`config.mk`:
```
export PLATFORM = sky130hd
export DESIGN_NAME = tv_sync_gen
export DESIGN_NICKNAME = d
export VERILOG_FILES = /design/src/core/tv_sync_pkg.sv /design/src/core/sync_shift_reg.sv /design/src/core/tv_sync_gen.sv
export SDC_FILE = /design/constraint.sdc
export NUM_CORES = 1
export LEC_CHECK = 0
export BUFFER_PORTS_ARGS = -buffer_cell sky130_fd_sc_hd__clkbuf_2
export CORE_ASPECT_RATIO = 1.2
export CORE_MARGIN = 5
export CORE_UTILIZATION = 55
export CTS_CLUSTER_SIZE = 14
export DETAILED_ROUTE_END_ITERATION = 16
export PLACE_DENSITY = 0.69
export SLEW_MARGIN = 20
export SYNTH_ARGS = -nofsm -noshare
export SYNTH_HDL_FRONTEND = slang
export SYNTH_HIERARCHICAL = 1
export SYNTH_SLANG_ARGS = --single-unit
export TNS_END_PERCENT = 30
```
`constraint.sdc`:
```
create_clock -name sys_clk -period 3.15 [get_ports sys_clk]
set_input_delay 0 -clock sys_clk [delete_from_list [all_inputs] [get_ports sys_clk]]
set_output_delay 0 -clock sys_clk [all_outputs]
set_load 0.005 [all_outputs]
```
`src/core/tv_sync_pkg.sv`:
```
// Purpose: constants and carrier types of the TV sync timing generator
// Assumes: sys_clk is the master clock, one edge per master period
// Notes: tap pairs are (long line, short line) ring positions
package tv_sync_pkg;

  ////////////////////////////////////////////////////////////////////////
  // Master clock figures per line-rate select setting
  localparam int MCLK_HI_HZ = 2045450;
  localparam int MCLK_LO_HZ = 1260000;
  localparam int RESTART_QUANT_NS = 500;

  // Horizontal ring lengths
  localparam int H_LEN_HI = 65;
  localparam int H_LEN_LO = 40;

  ////////////////////////////////////////////////////////////////////////
  // Horizontal taps, position 0 is the sync leading edge
  localparam int T_HALF_HI = 32;
  localparam int T_HALF_LO = 20;
  localparam int T_SYNC_END_HI = 10;
  localparam int T_SYNC_END_LO = 6;
  localparam int T_EQ_END_HI = 5;
  localparam int T_EQ_END_LO = 3;
  localparam int T_EQ_MID_END_HI = 37;
  localparam int T_EQ_MID_END_LO = 23;
  localparam int T_SER_END_A_HI = 22;
  localparam int T_SER_END_A_LO = 14;
  localparam int T_SER_END_B_HI = 55;
  localparam int T_SER_END_B_LO = 34;
  localparam int T_BURST_ON_HI = 12;
  localparam int T_BURST_ON_LO = 7;
  localparam int T_BURST_OFF_HI = 17;
  localparam int T_BURST_OFF_LO = 10;
  localparam int T_BLANK_ON_HI = 62;
  localparam int T_BLANK_ON_LO = 38;
  localparam int T_BLANK_END_HI = 22;
  localparam int T_BLANK_END_LO = 14;
  localparam int T_HDRV_END_HI = 7;
  localparam int T_HDRV_END_LO = 4;

  ////////////////////////////////////////////////////////////////////////
  // Vertical divider and timing register
  localparam int V_CNT_W = 10;
  localparam logic [9:0] V_MODULUS = 10'h20D;
  localparam logic [9:0] V_LOAD_ZERO = 10'h000;
  localparam logic [9:0] V_LOAD_ALT = 10'h00B;
  localparam int V_SR_LEN = 42;
  localparam int V_TAP_SERR = 5;
  localparam int V_TAP_EQ2 = 11;
  localparam int V_TAP_END = 17;
  localparam int V_TAP_BLANK = 41;
  localparam logic [41:0] V_SR_ONES = {42{1'b1}};
  localparam logic [41:0] V_SR_ALT = {{31{1'b1}}, 11'h000};

  // Field marker length in master clocks
  localparam logic [1:0] FIELD_MARK_LEN = 2'h2;

  ////////////////////////////////////////////////////////////////////////
  // Composite sync separator
  localparam logic [4:0] SEP_BROAD_LEN = 5'h10;
  localparam logic [4:0] SEP_IDLE_LEN = 5'h18;
  localparam logic [2:0] SEP_SERR_NUM = 3'h5;

  // Timing outputs, all active high
  typedef struct packed {
    logic hDrive;
    logic vDrive;
    logic compBlank;
    logic compSync;
    logic burstGate;
    logic burstSync;
    logic fieldMark;
  } syncOut_s;

endpackage

```
`src/core/sync_shift_reg.sv`:
```
// Purpose: loadable shift register for the dividers
// Assumes: synchronous active-low reset
// Notes: each cell resets or loads to a one or a zero
`timescale 1ns/1ps
module sync_shift_reg #(
  parameter int LEN = 8,
  parameter logic [LEN-1:0] RST_VAL = '0
) (
  input wire logic sys_clk,
  input wire logic rst_b,
  input wire logic shiftEn,
  input wire logic loadEn,
  input wire logic [LEN-1:0] loadVal,
  input wire logic serIn,
  output logic [LEN-1:0] q
);

  ////////////////////////////////////////////////////////////////////////
  // Load wins over shift so a restart is never half applied
  always_ff @(posedge sys_clk) begin
    if (!rst_b) begin
      q <= RST_VAL; // [RULE8]
    end else if (loadEn) begin
      q <= loadVal; // [RULE8]
    end else if (shiftEn) begin
      q <= {q[LEN-2:0], serIn};
    end
  end

endmodule

```
`src/core/tv_sync_gen.sv`:
```
// Purpose: 525-line interlaced sync timing generator
// Assumes: sys_clk is the master clock; inputs synchronous to it
// Notes: tap set and ring length follow lineSel, tie it static
//
// Function
// [RULE1] Select high expects 2.04545 MHz master clock
// [RULE2] Select low expects 1.260 MHz master clock
// [RULE3] Horizontal ring 65 stages, or 40
// [RULE4] Line select picks matching horizontal tap set
// [RULE5] Half-line tick drives vertical counter and register
// [RULE6] Vertical counter wraps modulo 525 half-lines
// [RULE7] Counter clearable; stages 1,2,8 forceable high
// [RULE8] Shift cells reset to one or zero
// [RULE9] All outputs derive from master clock only
// [RULE10] Burst sync is burst gate every other line
// [RULE11] Field marker identifies field one
// [RULE12] Composite sync on control pin restarts vertical
// [RULE13] Source sends short pulses on vertical restart
// [RULE14] Restarts act only on master clock edges
// [RULE15] Alternate restart loads eleventh half-line position
// [RULE16] Separator lock lags source by one frame; the code restarts on the fifth broad pulse of the same run
// [RULE17] Horizontal restart aligns within one master clock
// [RULE18] Raster is 525 lines, 60 Hz, interlaced
// [RULE19] Interval: equalize, serrate, equalize, drive, blank
// [RULE20] Field marker two clocks at field-one blank
// [RULE21] Control high clears, low loads eleven
// [RULE22] Each restart input resets only its divider
// [RULE23] Every output registered on master clock
`timescale 1ns/1ps
module tv_sync_gen (
  input wire logic sys_clk,
  input wire logic rst_b,
  input wire logic lineSel,
  input wire logic hRestart_n,
  input wire logic vRestart_n,
  input wire logic restartCtl,
  output tv_sync_pkg::syncOut_s syncOut_ff,
  output logic [9:0] vCount_ff
);

  ////////////////////////////////////////////////////////////////////////
  // Signals
  logic [tv_sync_pkg::H_LEN_HI-1:0] hq;
  logic [tv_sync_pkg::V_SR_LEN-1:0] vq;
  logic [tv_sync_pkg::V_SR_LEN-1:0] vLoadVal;
  logic hRestartPrev_ff;
  logic vRestartPrev_ff;
  logic hRestartHit;
  logic vRestartHit;
  logic hRingIn;
  logic halfTick;
  logic lineTick;
  logic [9:0] nxt_vCount;
  logic vWrap;
  logic vLoad;
  logic [9:0] vLoadCnt;
  logic vInt_ff;
  logic fieldOne_ff;
  logic [1:0] markCnt_ff;
  logic lineOdd_ff;
  logic hSync_ff;
  logic hBlank_ff;
  logic hDrv_ff;
  logic burst_ff;
  logic eqZone;
  logic serZone;
  logic drvZone;
  logic [4:0] lowCnt_ff;
  logic [4:0] highCnt_ff;
  logic [2:0] broadCnt_ff;
  logic broadHit;
  logic sepRestart;
  logic syncOn;
  logic syncOff;

  // Tap chosen by line-rate select
  function automatic logic tapHit(
    input logic [tv_sync_pkg::H_LEN_HI-1:0] q,
    input logic sel,
    input int hi,
    input int lo
  );
    tapHit = sel ? q[hi] : q[lo];
  endfunction

  ////////////////////////////////////////////////////////////////////////
  // Restart edge detection, sampled on master clock edges only
  always_ff @(posedge sys_clk) begin
    if (!rst_b) begin
      hRestartPrev_ff <= 1'b1;
      vRestartPrev_ff <= 1'b1;
    end else begin
      hRestartPrev_ff <= hRestart_n; // [RULE14]
      vRestartPrev_ff <= vRestart_n; // [RULE14]
    end
  end

  // Pulse shape on the pin is the source's job
  assign hRestartHit = hRestartPrev_ff & ~hRestart_n; // [RULE22]
  assign vRestartHit = vRestartPrev_ff & ~vRestart_n; // [RULE13] [RULE22]

  ////////////////////////////////////////////////////////////////////////
  // Horizontal one-hot ring, shortened in low-rate mode
  assign hRingIn = lineSel ? hq[tv_sync_pkg::H_LEN_HI-1]
                           : hq[tv_sync_pkg::H_LEN_LO-1]; // [RULE3]

  // Unused upper stages in short mode may hold stale ones
  sync_shift_reg #(
    .LEN(tv_sync_pkg::H_LEN_HI),
    .RST_VAL({{(tv_sync_pkg::H_LEN_HI-1){1'b0}}, 1'b1})
  ) u_hring (
    .sys_clk(sys_clk),
    .rst_b(rst_b),
    .shiftEn(1'b1),
    .loadEn(hRestartHit), // [RULE17]
    .loadVal({{(tv_sync_pkg::H_LEN_HI-1){1'b0}}, 1'b1}),
    .serIn(hRingIn),
    .q(hq)
  ); // [RULE1] [RULE2] [RULE9]

  assign lineTick = hq[0];
  assign halfTick = hq[0] | tapHit(hq, lineSel, tv_sync_pkg::T_HALF_HI,
                                   tv_sync_pkg::T_HALF_LO); // [RULE5]

  ////////////////////////////////////////////////////////////////////////
  // Composite sync separator on the restart-control pin
  always_ff @(posedge sys_clk) begin
    if (!rst_b) begin
      lowCnt_ff <= 5'h00;
    end else if (restartCtl) begin
      lowCnt_ff <= 5'h00;
    end else if (lowCnt_ff != tv_sync_pkg::SEP_BROAD_LEN) begin
      lowCnt_ff <= lowCnt_ff + 5'h01;
    end
  end

  // Long gaps between pulses end a serration run
  always_ff @(posedge sys_clk) begin
    if (!rst_b) begin
      highCnt_ff <= 5'h00;
    end else if (!restartCtl) begin
      highCnt_ff <= 5'h00;
    end else if (highCnt_ff != tv_sync_pkg::SEP_IDLE_LEN) begin
      highCnt_ff <= highCnt_ff + 5'h01;
    end
  end

  assign broadHit = ~restartCtl &&
    (lowCnt_ff == tv_sync_pkg::SEP_BROAD_LEN - 5'h01); // [RULE12]

  always_ff @(posedge sys_clk) begin
    if (!rst_b) begin
      broadCnt_ff <= 3'h0;
    end else if (highCnt_ff == tv_sync_pkg::SEP_IDLE_LEN) begin
      broadCnt_ff <= 3'h0;
    end else if (broadHit && broadCnt_ff != tv_sync_pkg::SEP_SERR_NUM) begin
      broadCnt_ff <= broadCnt_ff + 3'h1; // [RULE12]
    end
  end

  // Fifth broad pulse: restart lands on the next master clock edge
  assign sepRestart = broadHit &&
    (broadCnt_ff == tv_sync_pkg::SEP_SERR_NUM - 3'h1); // [RULE12] [RULE16]

  ////////////////////////////////////////////////////////////////////////
  // Vertical restart selection
  always_comb begin
    vLoad = 1'b0;
    vLoadCnt = tv_sync_pkg::V_LOAD_ZERO;
    vLoadVal = tv_sync_pkg::V_SR_ONES;
    if (sepRestart) begin
      vLoad = 1'b1;
      vLoadCnt = tv_sync_pkg::V_LOAD_ALT; // [RULE12]
      vLoadVal = tv_sync_pkg::V_SR_ALT;
    end else if (vRestartHit) begin
      vLoad = 1'b1;
      if (restartCtl) begin
        vLoadCnt = tv_sync_pkg::V_LOAD_ZERO; // [RULE21]
        vLoadVal = tv_sync_pkg::V_SR_ONES;
      end else begin
        vLoadCnt = tv_sync_pkg::V_LOAD_ALT; // [RULE15] [RULE21]
        vLoadVal = tv_sync_pkg::V_SR_ALT;
      end
    end
  end

  ////////////////////////////////////////////////////////////////////////
  // Vertical counter, modulo 525 half-lines
  always_comb begin
    nxt_vCount = vCount_ff + 10'h001;
    vWrap = 1'b0;
    if (nxt_vCount == tv_sync_pkg::V_MODULUS) begin
      nxt_vCount = 10'h000; // [RULE6]
      vWrap = halfTick;
    end
  end

  // Restart loads every stage on one edge: all clear, or with the set ones forced
  always_ff @(posedge sys_clk) begin
    if (!rst_b) begin
      vCount_ff <= 10'h000;
    end else if (vLoad) begin
      vCount_ff <= vLoadCnt; // [RULE7]
    end else if (halfTick) begin
      vCount_ff <= nxt_vCount; // [RULE5] [RULE18]
    end
  end

  ////////////////////////////////////////////////////////////////////////
  // Vertical timing register; a zero train marks the interval
  sync_shift_reg #(
    .LEN(tv_sync_pkg::V_SR_LEN),
    .RST_VAL(tv_sync_pkg::V_SR_ONES)
  ) u_vreg (
    .sys_clk(sys_clk),
    .rst_b(rst_b),
    .shiftEn(halfTick), // [RULE5]
    .loadEn(vLoad),
    .loadVal(vLoadVal),
    .serIn(~vInt_ff),
    .q(vq)
  );

  always_ff @(posedge sys_clk) begin
    if (!rst_b) begin
      vInt_ff <= 1'b0;
    end else if (vLoad || vWrap) begin
      vInt_ff <= 1'b1; // [RULE19]
    end else if (vInt_ff && !vq[tv_sync_pkg::V_TAP_BLANK]) begin
      vInt_ff <= 1'b0; // [RULE19]
    end
  end

  assign eqZone = vInt_ff &
    ((vq[tv_sync_pkg::V_TAP_SERR]) |
     (~vq[tv_sync_pkg::V_TAP_EQ2] & vq[tv_sync_pkg::V_TAP_END])); // [RULE19]
  assign serZone = vInt_ff & ~vq[tv_sync_pkg::V_TAP_SERR] &
    vq[tv_sync_pkg::V_TAP_EQ2]; // [RULE19]
  assign drvZone = vInt_ff & vq[tv_sync_pkg::V_TAP_END]; // [RULE19]

  ////////////////////////////////////////////////////////////////////////
  // Field tracking and marker
  always_ff @(posedge sys_clk) begin
    if (!rst_b) begin
      fieldOne_ff <= 1'b0;
    end else if (vLoad && vLoadCnt == tv_sync_pkg::V_LOAD_ZERO) begin
      fieldOne_ff <= 1'b1;
    end else if (vWrap) begin
      fieldOne_ff <= ~fieldOne_ff; // [RULE11]
    end
  end

  always_ff @(posedge sys_clk) begin
    if (!rst_b) begin
      markCnt_ff <= 2'h0;
    end else if (vLoad && vLoadCnt == tv_sync_pkg::V_LOAD_ZERO) begin
      markCnt_ff <= tv_sync_pkg::FIELD_MARK_LEN; // [RULE20]
    end else if (vWrap && !fieldOne_ff) begin
      markCnt_ff <= tv_sync_pkg::FIELD_MARK_LEN; // [RULE20]
    end else if (markCnt_ff != 2'h0) begin
      markCnt_ff <= markCnt_ff - 2'h1;
    end
  end

  ////////////////////////////////////////////////////////////////////////
  // Horizontal edges from the selected tap set
  always_ff @(posedge sys_clk) begin
    if (!rst_b) begin
      hBlank_ff <= 1'b0;
    end else if (tapHit(hq, lineSel, tv_sync_pkg::T_BLANK_ON_HI,
                        tv_sync_pkg::T_BLANK_ON_LO)) begin
      hBlank_ff <= 1'b1; // [RULE4]
    end else if (tapHit(hq, lineSel, tv_sync_pkg::T_BLANK_END_HI,
                        tv_sync_pkg::T_BLANK_END_LO)) begin
      hBlank_ff <= 1'b0; // [RULE4]
    end
  end

  always_ff @(posedge sys_clk) begin
    if (!rst_b) begin
      hDrv_ff <= 1'b0;
    end else if (tapHit(hq, lineSel, tv_sync_pkg::T_BLANK_ON_HI,
                        tv_sync_pkg::T_BLANK_ON_LO)) begin
      hDrv_ff <= 1'b1; // [RULE4]
    end else if (tapHit(hq, lineSel, tv_sync_pkg::T_HDRV_END_HI,
                        tv_sync_pkg::T_HDRV_END_LO)) begin
      hDrv_ff <= 1'b0; // [RULE4]
    end
  end

  // Burst is left out across vertical drive
  always_ff @(posedge sys_clk) begin
    if (!rst_b) begin
      burst_ff <= 1'b0;
    end else if (tapHit(hq, lineSel, tv_sync_pkg::T_BURST_ON_HI,
                        tv_sync_pkg::T_BURST_ON_LO)) begin
      burst_ff <= ~drvZone; // [RULE4]
    end else if (tapHit(hq, lineSel, tv_sync_pkg::T_BURST_OFF_HI,
                        tv_sync_pkg::T_BURST_OFF_LO)) begin
      burst_ff <= 1'b0;
    end
  end

  always_ff @(posedge sys_clk) begin
    if (!rst_b) begin
      lineOdd_ff <= 1'b0;
    end else if (lineTick) begin
      lineOdd_ff <= ~lineOdd_ff; // [RULE10]
    end
  end

  ////////////////////////////////////////////////////////////////////////
  // Composite sync: line sync, equalizing or serrated per zone
  always_comb begin
    syncOn = lineTick | ((eqZone | serZone) & halfTick);
    if (serZone) begin
      syncOff = tapHit(hq, lineSel, tv_sync_pkg::T_SER_END_A_HI,
                       tv_sync_pkg::T_SER_END_A_LO) |
                tapHit(hq, lineSel, tv_sync_pkg::T_SER_END_B_HI,
                       tv_sync_pkg::T_SER_END_B_LO); // [RULE19]
    end else if (eqZone) begin
      syncOff = tapHit(hq, lineSel, tv_sync_pkg::T_EQ_END_HI,
                       tv_sync_pkg::T_EQ_END_LO) |
                tapHit(hq, lineSel, tv_sync_pkg::T_EQ_MID_END_HI,
                       tv_sync_pkg::T_EQ_MID_END_LO); // [RULE19]
    end else begin
      syncOff = tapHit(hq, lineSel, tv_sync_pkg::T_SYNC_END_HI,
                       tv_sync_pkg::T_SYNC_END_LO); // [RULE4]
    end
  end

  always_ff @(posedge sys_clk) begin
    if (!rst_b) begin
      hSync_ff <= 1'b0;
    end else if (syncOn) begin
      hSync_ff <= 1'b1;
    end else if (syncOff) begin
      hSync_ff <= 1'b0;
    end
  end

  ////////////////////////////////////////////////////////////////////////
  // Output retiming so every edge lands on a master clock edge
  always_ff @(posedge sys_clk) begin
    if (!rst_b) begin
      syncOut_ff <= '0;
    end else begin
      syncOut_ff.hDrive <= hDrv_ff; // [RULE23] [RULE9]
      syncOut_ff.vDrive <= drvZone; // [RULE23]
      syncOut_ff.compBlank <= hBlank_ff | vInt_ff; // [RULE23]
      syncOut_ff.compSync <= hSync_ff; // [RULE23]
      syncOut_ff.burstGate <= burst_ff & ~drvZone; // [RULE23] [RULE19]
      syncOut_ff.burstSync <= burst_ff & lineOdd_ff & ~drvZone; // [RULE10]
      syncOut_ff.fieldMark <= (markCnt_ff != 2'h0); // [RULE11] [RULE20]
    end
  end

endmodule

```
==> impl_results.md <==
- Total negative slack: 0 ns
- Final Routed Wirelength: 13800 µm
- Cells after synthesis: 713
- Core footprint: 13200 µm²
- Total vias in the final route: 5126
- Initial Util: 55.9%
- Height of the die: 137 µm
- Register-to-Register Path Depth: 9
- HP Start: rst_b
- P per Cell Area: 561 nW/µm²
- Sequential share of the synthesized area: 40.2%
- Most used flip-flop cell after synthesis: dfxtp_1
- Slew Limit Fails: 0
- Worst r2r dst: u_vreg/q[38]$_SDFFE_PN1P_
- Drt wl/cell: 13.9 µm
- RSZ-0062 raised after global routing: false
- Post-layout minimum cycle time: 2.70 ns
- CP peak stage delay: 0.41 ns
- CTS tree: done
- Worst hold path cell count: 2
- Crit-path max FO: 28
- Async set-reset flop share out of synthesis: 0%
- Reg area: 2960 µm²
- First-pass GRT wire length: 23800 µm
- Crit share post-route: 85.7%
- DP HPWL: 8860 µm
- Reg2reg start: lowCnt_ff[0]$_SDFFE_PP0P_
- Post_cts resized: 0
- CTS root buffer: clkbuf_16
- Synthesized cell area: 7370 µm²
- Via density: 5.17
- Final instance area: 8310 µm²
- All-layer global routing usage: 18.5%
- MaxCap Viol Count: 0
- Vias in the first global route: 5206
- Critical path cell sequence: ha_1, and3_1, ha_1, nor2b_1, a32oi_2, inv_1, nor2b_4, buf_4, a21oi_1
- Post-synthesis register bit count: 148
- Clock Skew: 0.00440 ns
- Setup-failing EPs final: 0
- Crit Path Class: reg2reg
- H-tree depth: 4
- Final Hold Fails: 0
- Synth Warn #: 6
- Multi-input logic area: 4260 µm²
- Slew @ Worst Pin: 0.861 ns
- DRT Pass-1 Iters: 4
- Largest net degree at the start of global routing: 66
- Setup repair bufs after CTS: 0
- Area Growth Syn to Fin: 12.7%
- DRT iter0 DRCs: 207
- Remaining global-route overflow: 0
- Nets@finish: 826
- Crit end category: register
- Number of routed nets with antenna violations: 0
- I/O Pins: 23
- Yosys top cell area share: 40.2%
- Die width: 116 µm
- CP Data Required Time: 3.44 ns
- Worst setup SP type: register
- Outcome: complete, no violations
- Post-synth EDFFs: 0
- Die area: 15800 µm²
- Rows: 46
- Hold buffer count at cts: 3
- Gpl congestion: 0.743
- Lkg Pwr: 3.78 nW
- Cell family with most CP delay: buffers and inverters
- Flop2flop setup slack: 0.45 ns
- Clk slew on worst S/H paths: 0.06 ns
- Worst hold path class: in2reg
- Share of cells above drive strength 1: 14.9%
- Initial antenna violation count: 0
- CP arrival: 2.99 ns
- Slowest CP cell: buf_4
- Clk Latency, worst-skew pair: 0.42 ns
- Post-DP Area: 7670 µm²
- F_max: 371 MHz
- Layout filler cell count: 1143
- TritonCTS Buffers: 17
- Buf+Inv Stages, Crit Path: 2
- Port bufs: 22
- Mean Syn Cell Area: 10.3 µm²
- DRC: 0
- Distinct cells, synth: 66
- Num Clock Sinks: 148
- Top cells by area, synth: dfxtp_1 (40%), mux2i_1 (15%), a211oi_1 (6.7%)
- WHS Endpoint: syncOut_ff[6]$_SDFF_PN0_
- Top cell type by total area after synthesis: dfxtp_1
- Ant diodes: 0
- Max IR drop VDD: 319 µV
- Slew margin rel.: 42.6%
- Crit-path most repeated cell: ha_1
- CTS max path bufs: 2
[metal layers]
layer	vias to the layer above	GRT usage, %	share of wire (%)
li1	2639	-	-
met1	2426	21.7	45
met2	40	32.7	51
met3	21	4.11	2.1
met4	0	7.41	2.1
met5	-	0	0
[final cells by class]
cell class / count / area share, %
Tap cell: 168 / 2.53
Sequential cell: 148 / 35.7
Inverter: 18 / 0.828
Timing Repair Buffer: 34 / 2.50
Clock inverter: 10 / 1.55
Multi-Input combinational cell: 591 / 51.2
Clock buffer: 22 / 5.71
[placed cells by master, fill, tap and decap left out, types with 10 or more instances in the layout]
cell,netlist,final
dfxtp_1,148,148
mux2i_1,113,113
conb_1,2,98
nor2b_1,67,66
a211oi_1,66,66
a21oi_2,40,40
and3b_1,40,40
nand2_1,25,25
nor2_1,25,25
clkbuf_2,0,22
clkbuf_16,0,17
a21oi_1,16,16
inv_1,15,15
nand3_1,14,14
ha_1,10,10
[kinds of logic after synthesis]
kind of cell               after synthesis  share of synthesized area (%)
AOI/OAI and AO/OA                      147                           15.7
xor gates and xnor gates                14                           1.92
adders and majority gates               10                           1.70
buffers and inverters                   70                           7.08
DFF                                    148                           40.2
muxes                                  114                           15.5
other                                    2                          0.102
and+or+nand+nor                        208                           17.8
[worst max-delay path by stage]
| stage | to | slack [ns] | start | cells past startpoint |
|---|---|---|---|---|
| 4_1_cts | u_vreg/q[38]$_SDFFE_PN1P_ | 0.41 | lowCnt_ff[0]$_SDFFE_PP0P_ | 9 |
| 3_3_place_gp | u_vreg/q[38]$_SDFFE_PN1P_ | 0.53 | lowCnt_ff[0]$_SDFFE_PP0P_ | 9 |
| 5_1_grt | u_vreg/q[9]$_SDFFE_PN1P_ | 0.22 | lowCnt_ff[0]$_SDFFE_PP0P_ | 9 |
| 3_5_place_dp | u_vreg/q[38]$_SDFFE_PN1P_ | 0.45 | lowCnt_ff[0]$_SDFFE_PP0P_ | 9 |
| 2_1_floorplan | vCount_ff[7]$_SDFFE_PN0P_ | 1.09 | lowCnt_ff[0]$_SDFFE_PP0P_ | 8 |
| 6_report | u_vreg/q[38]$_SDFFE_PN1P_ | 0.45 | lowCnt_ff[0]$_SDFFE_PP0P_ | 9 |
[flip-flops by register name, summed over array words and instances, names as in the netlist, 2 cells and up]
signal / flops
highCnt_ff: 5
u_hring/q: 65
broadCnt_ff: 3
lowCnt_ff: 5
vCount_ff: 10
u_vreg/q: 42
syncOut_ff: 7
markCnt_ff: 2
[power breakdown]
group | internal, W | switching [W]
clock network | 0.00130 | 0.000753
registers | 0.00200 | 0.0000889
logic | 0.000234 | 0.000287
total | 0.00353 | 0.00113
[metrics by stage]
step	hold slack (ns)	power, W	setup WS [ns]	cells	utilization, %
4_1_cts	0.140	0.00470	0.412	991	63.0
3_5_place_dp	0.222	0.00264	0.454	956	58.2
3_3_place_gp	0.225	0.00262	0.534	956	58.2
6_report	0.168	0.00466	0.451	991	63.0
5_1_grt	0.188	0.00487	0.216	991	63.0
2_1_floorplan	0.101	0.00258	1.09	809	-
[cell usage after synthesis (4+ instances only)]
master / number
clkbuf_1: 19
ha_1: 10
a21oi_2: 40
nand2_1: 25
buf_2: 6
xor2_1: 7
buf_6: 4
a21oi_1: 16
mux2i_1: 113
buf_8: 4
dfxtp_1: 148
buf_1: 6
buf_12: 9
a31oi_1: 4
nand3_1: 14
nand2b_1: 8
a211oi_1: 66
xnor2_1: 6
nor2b_1: 67
inv_1: 15
and3b_1: 40
nor2_1: 25
and2_1: 4
[worst reg2reg max path, stage by stage, from the launching register on]
cell and delay, ns:
dfxtp_1 0.34, ha_1 0.23, and3_1 0.19, ha_1 0.17
nor2b_1 0.15, a32oi_2 0.33, inv_1 0.40, nor2b_4 0.23
buf_4 0.41, a21oi_1 0.13
No activity file was read; power rests on OpenSTA's default activity.
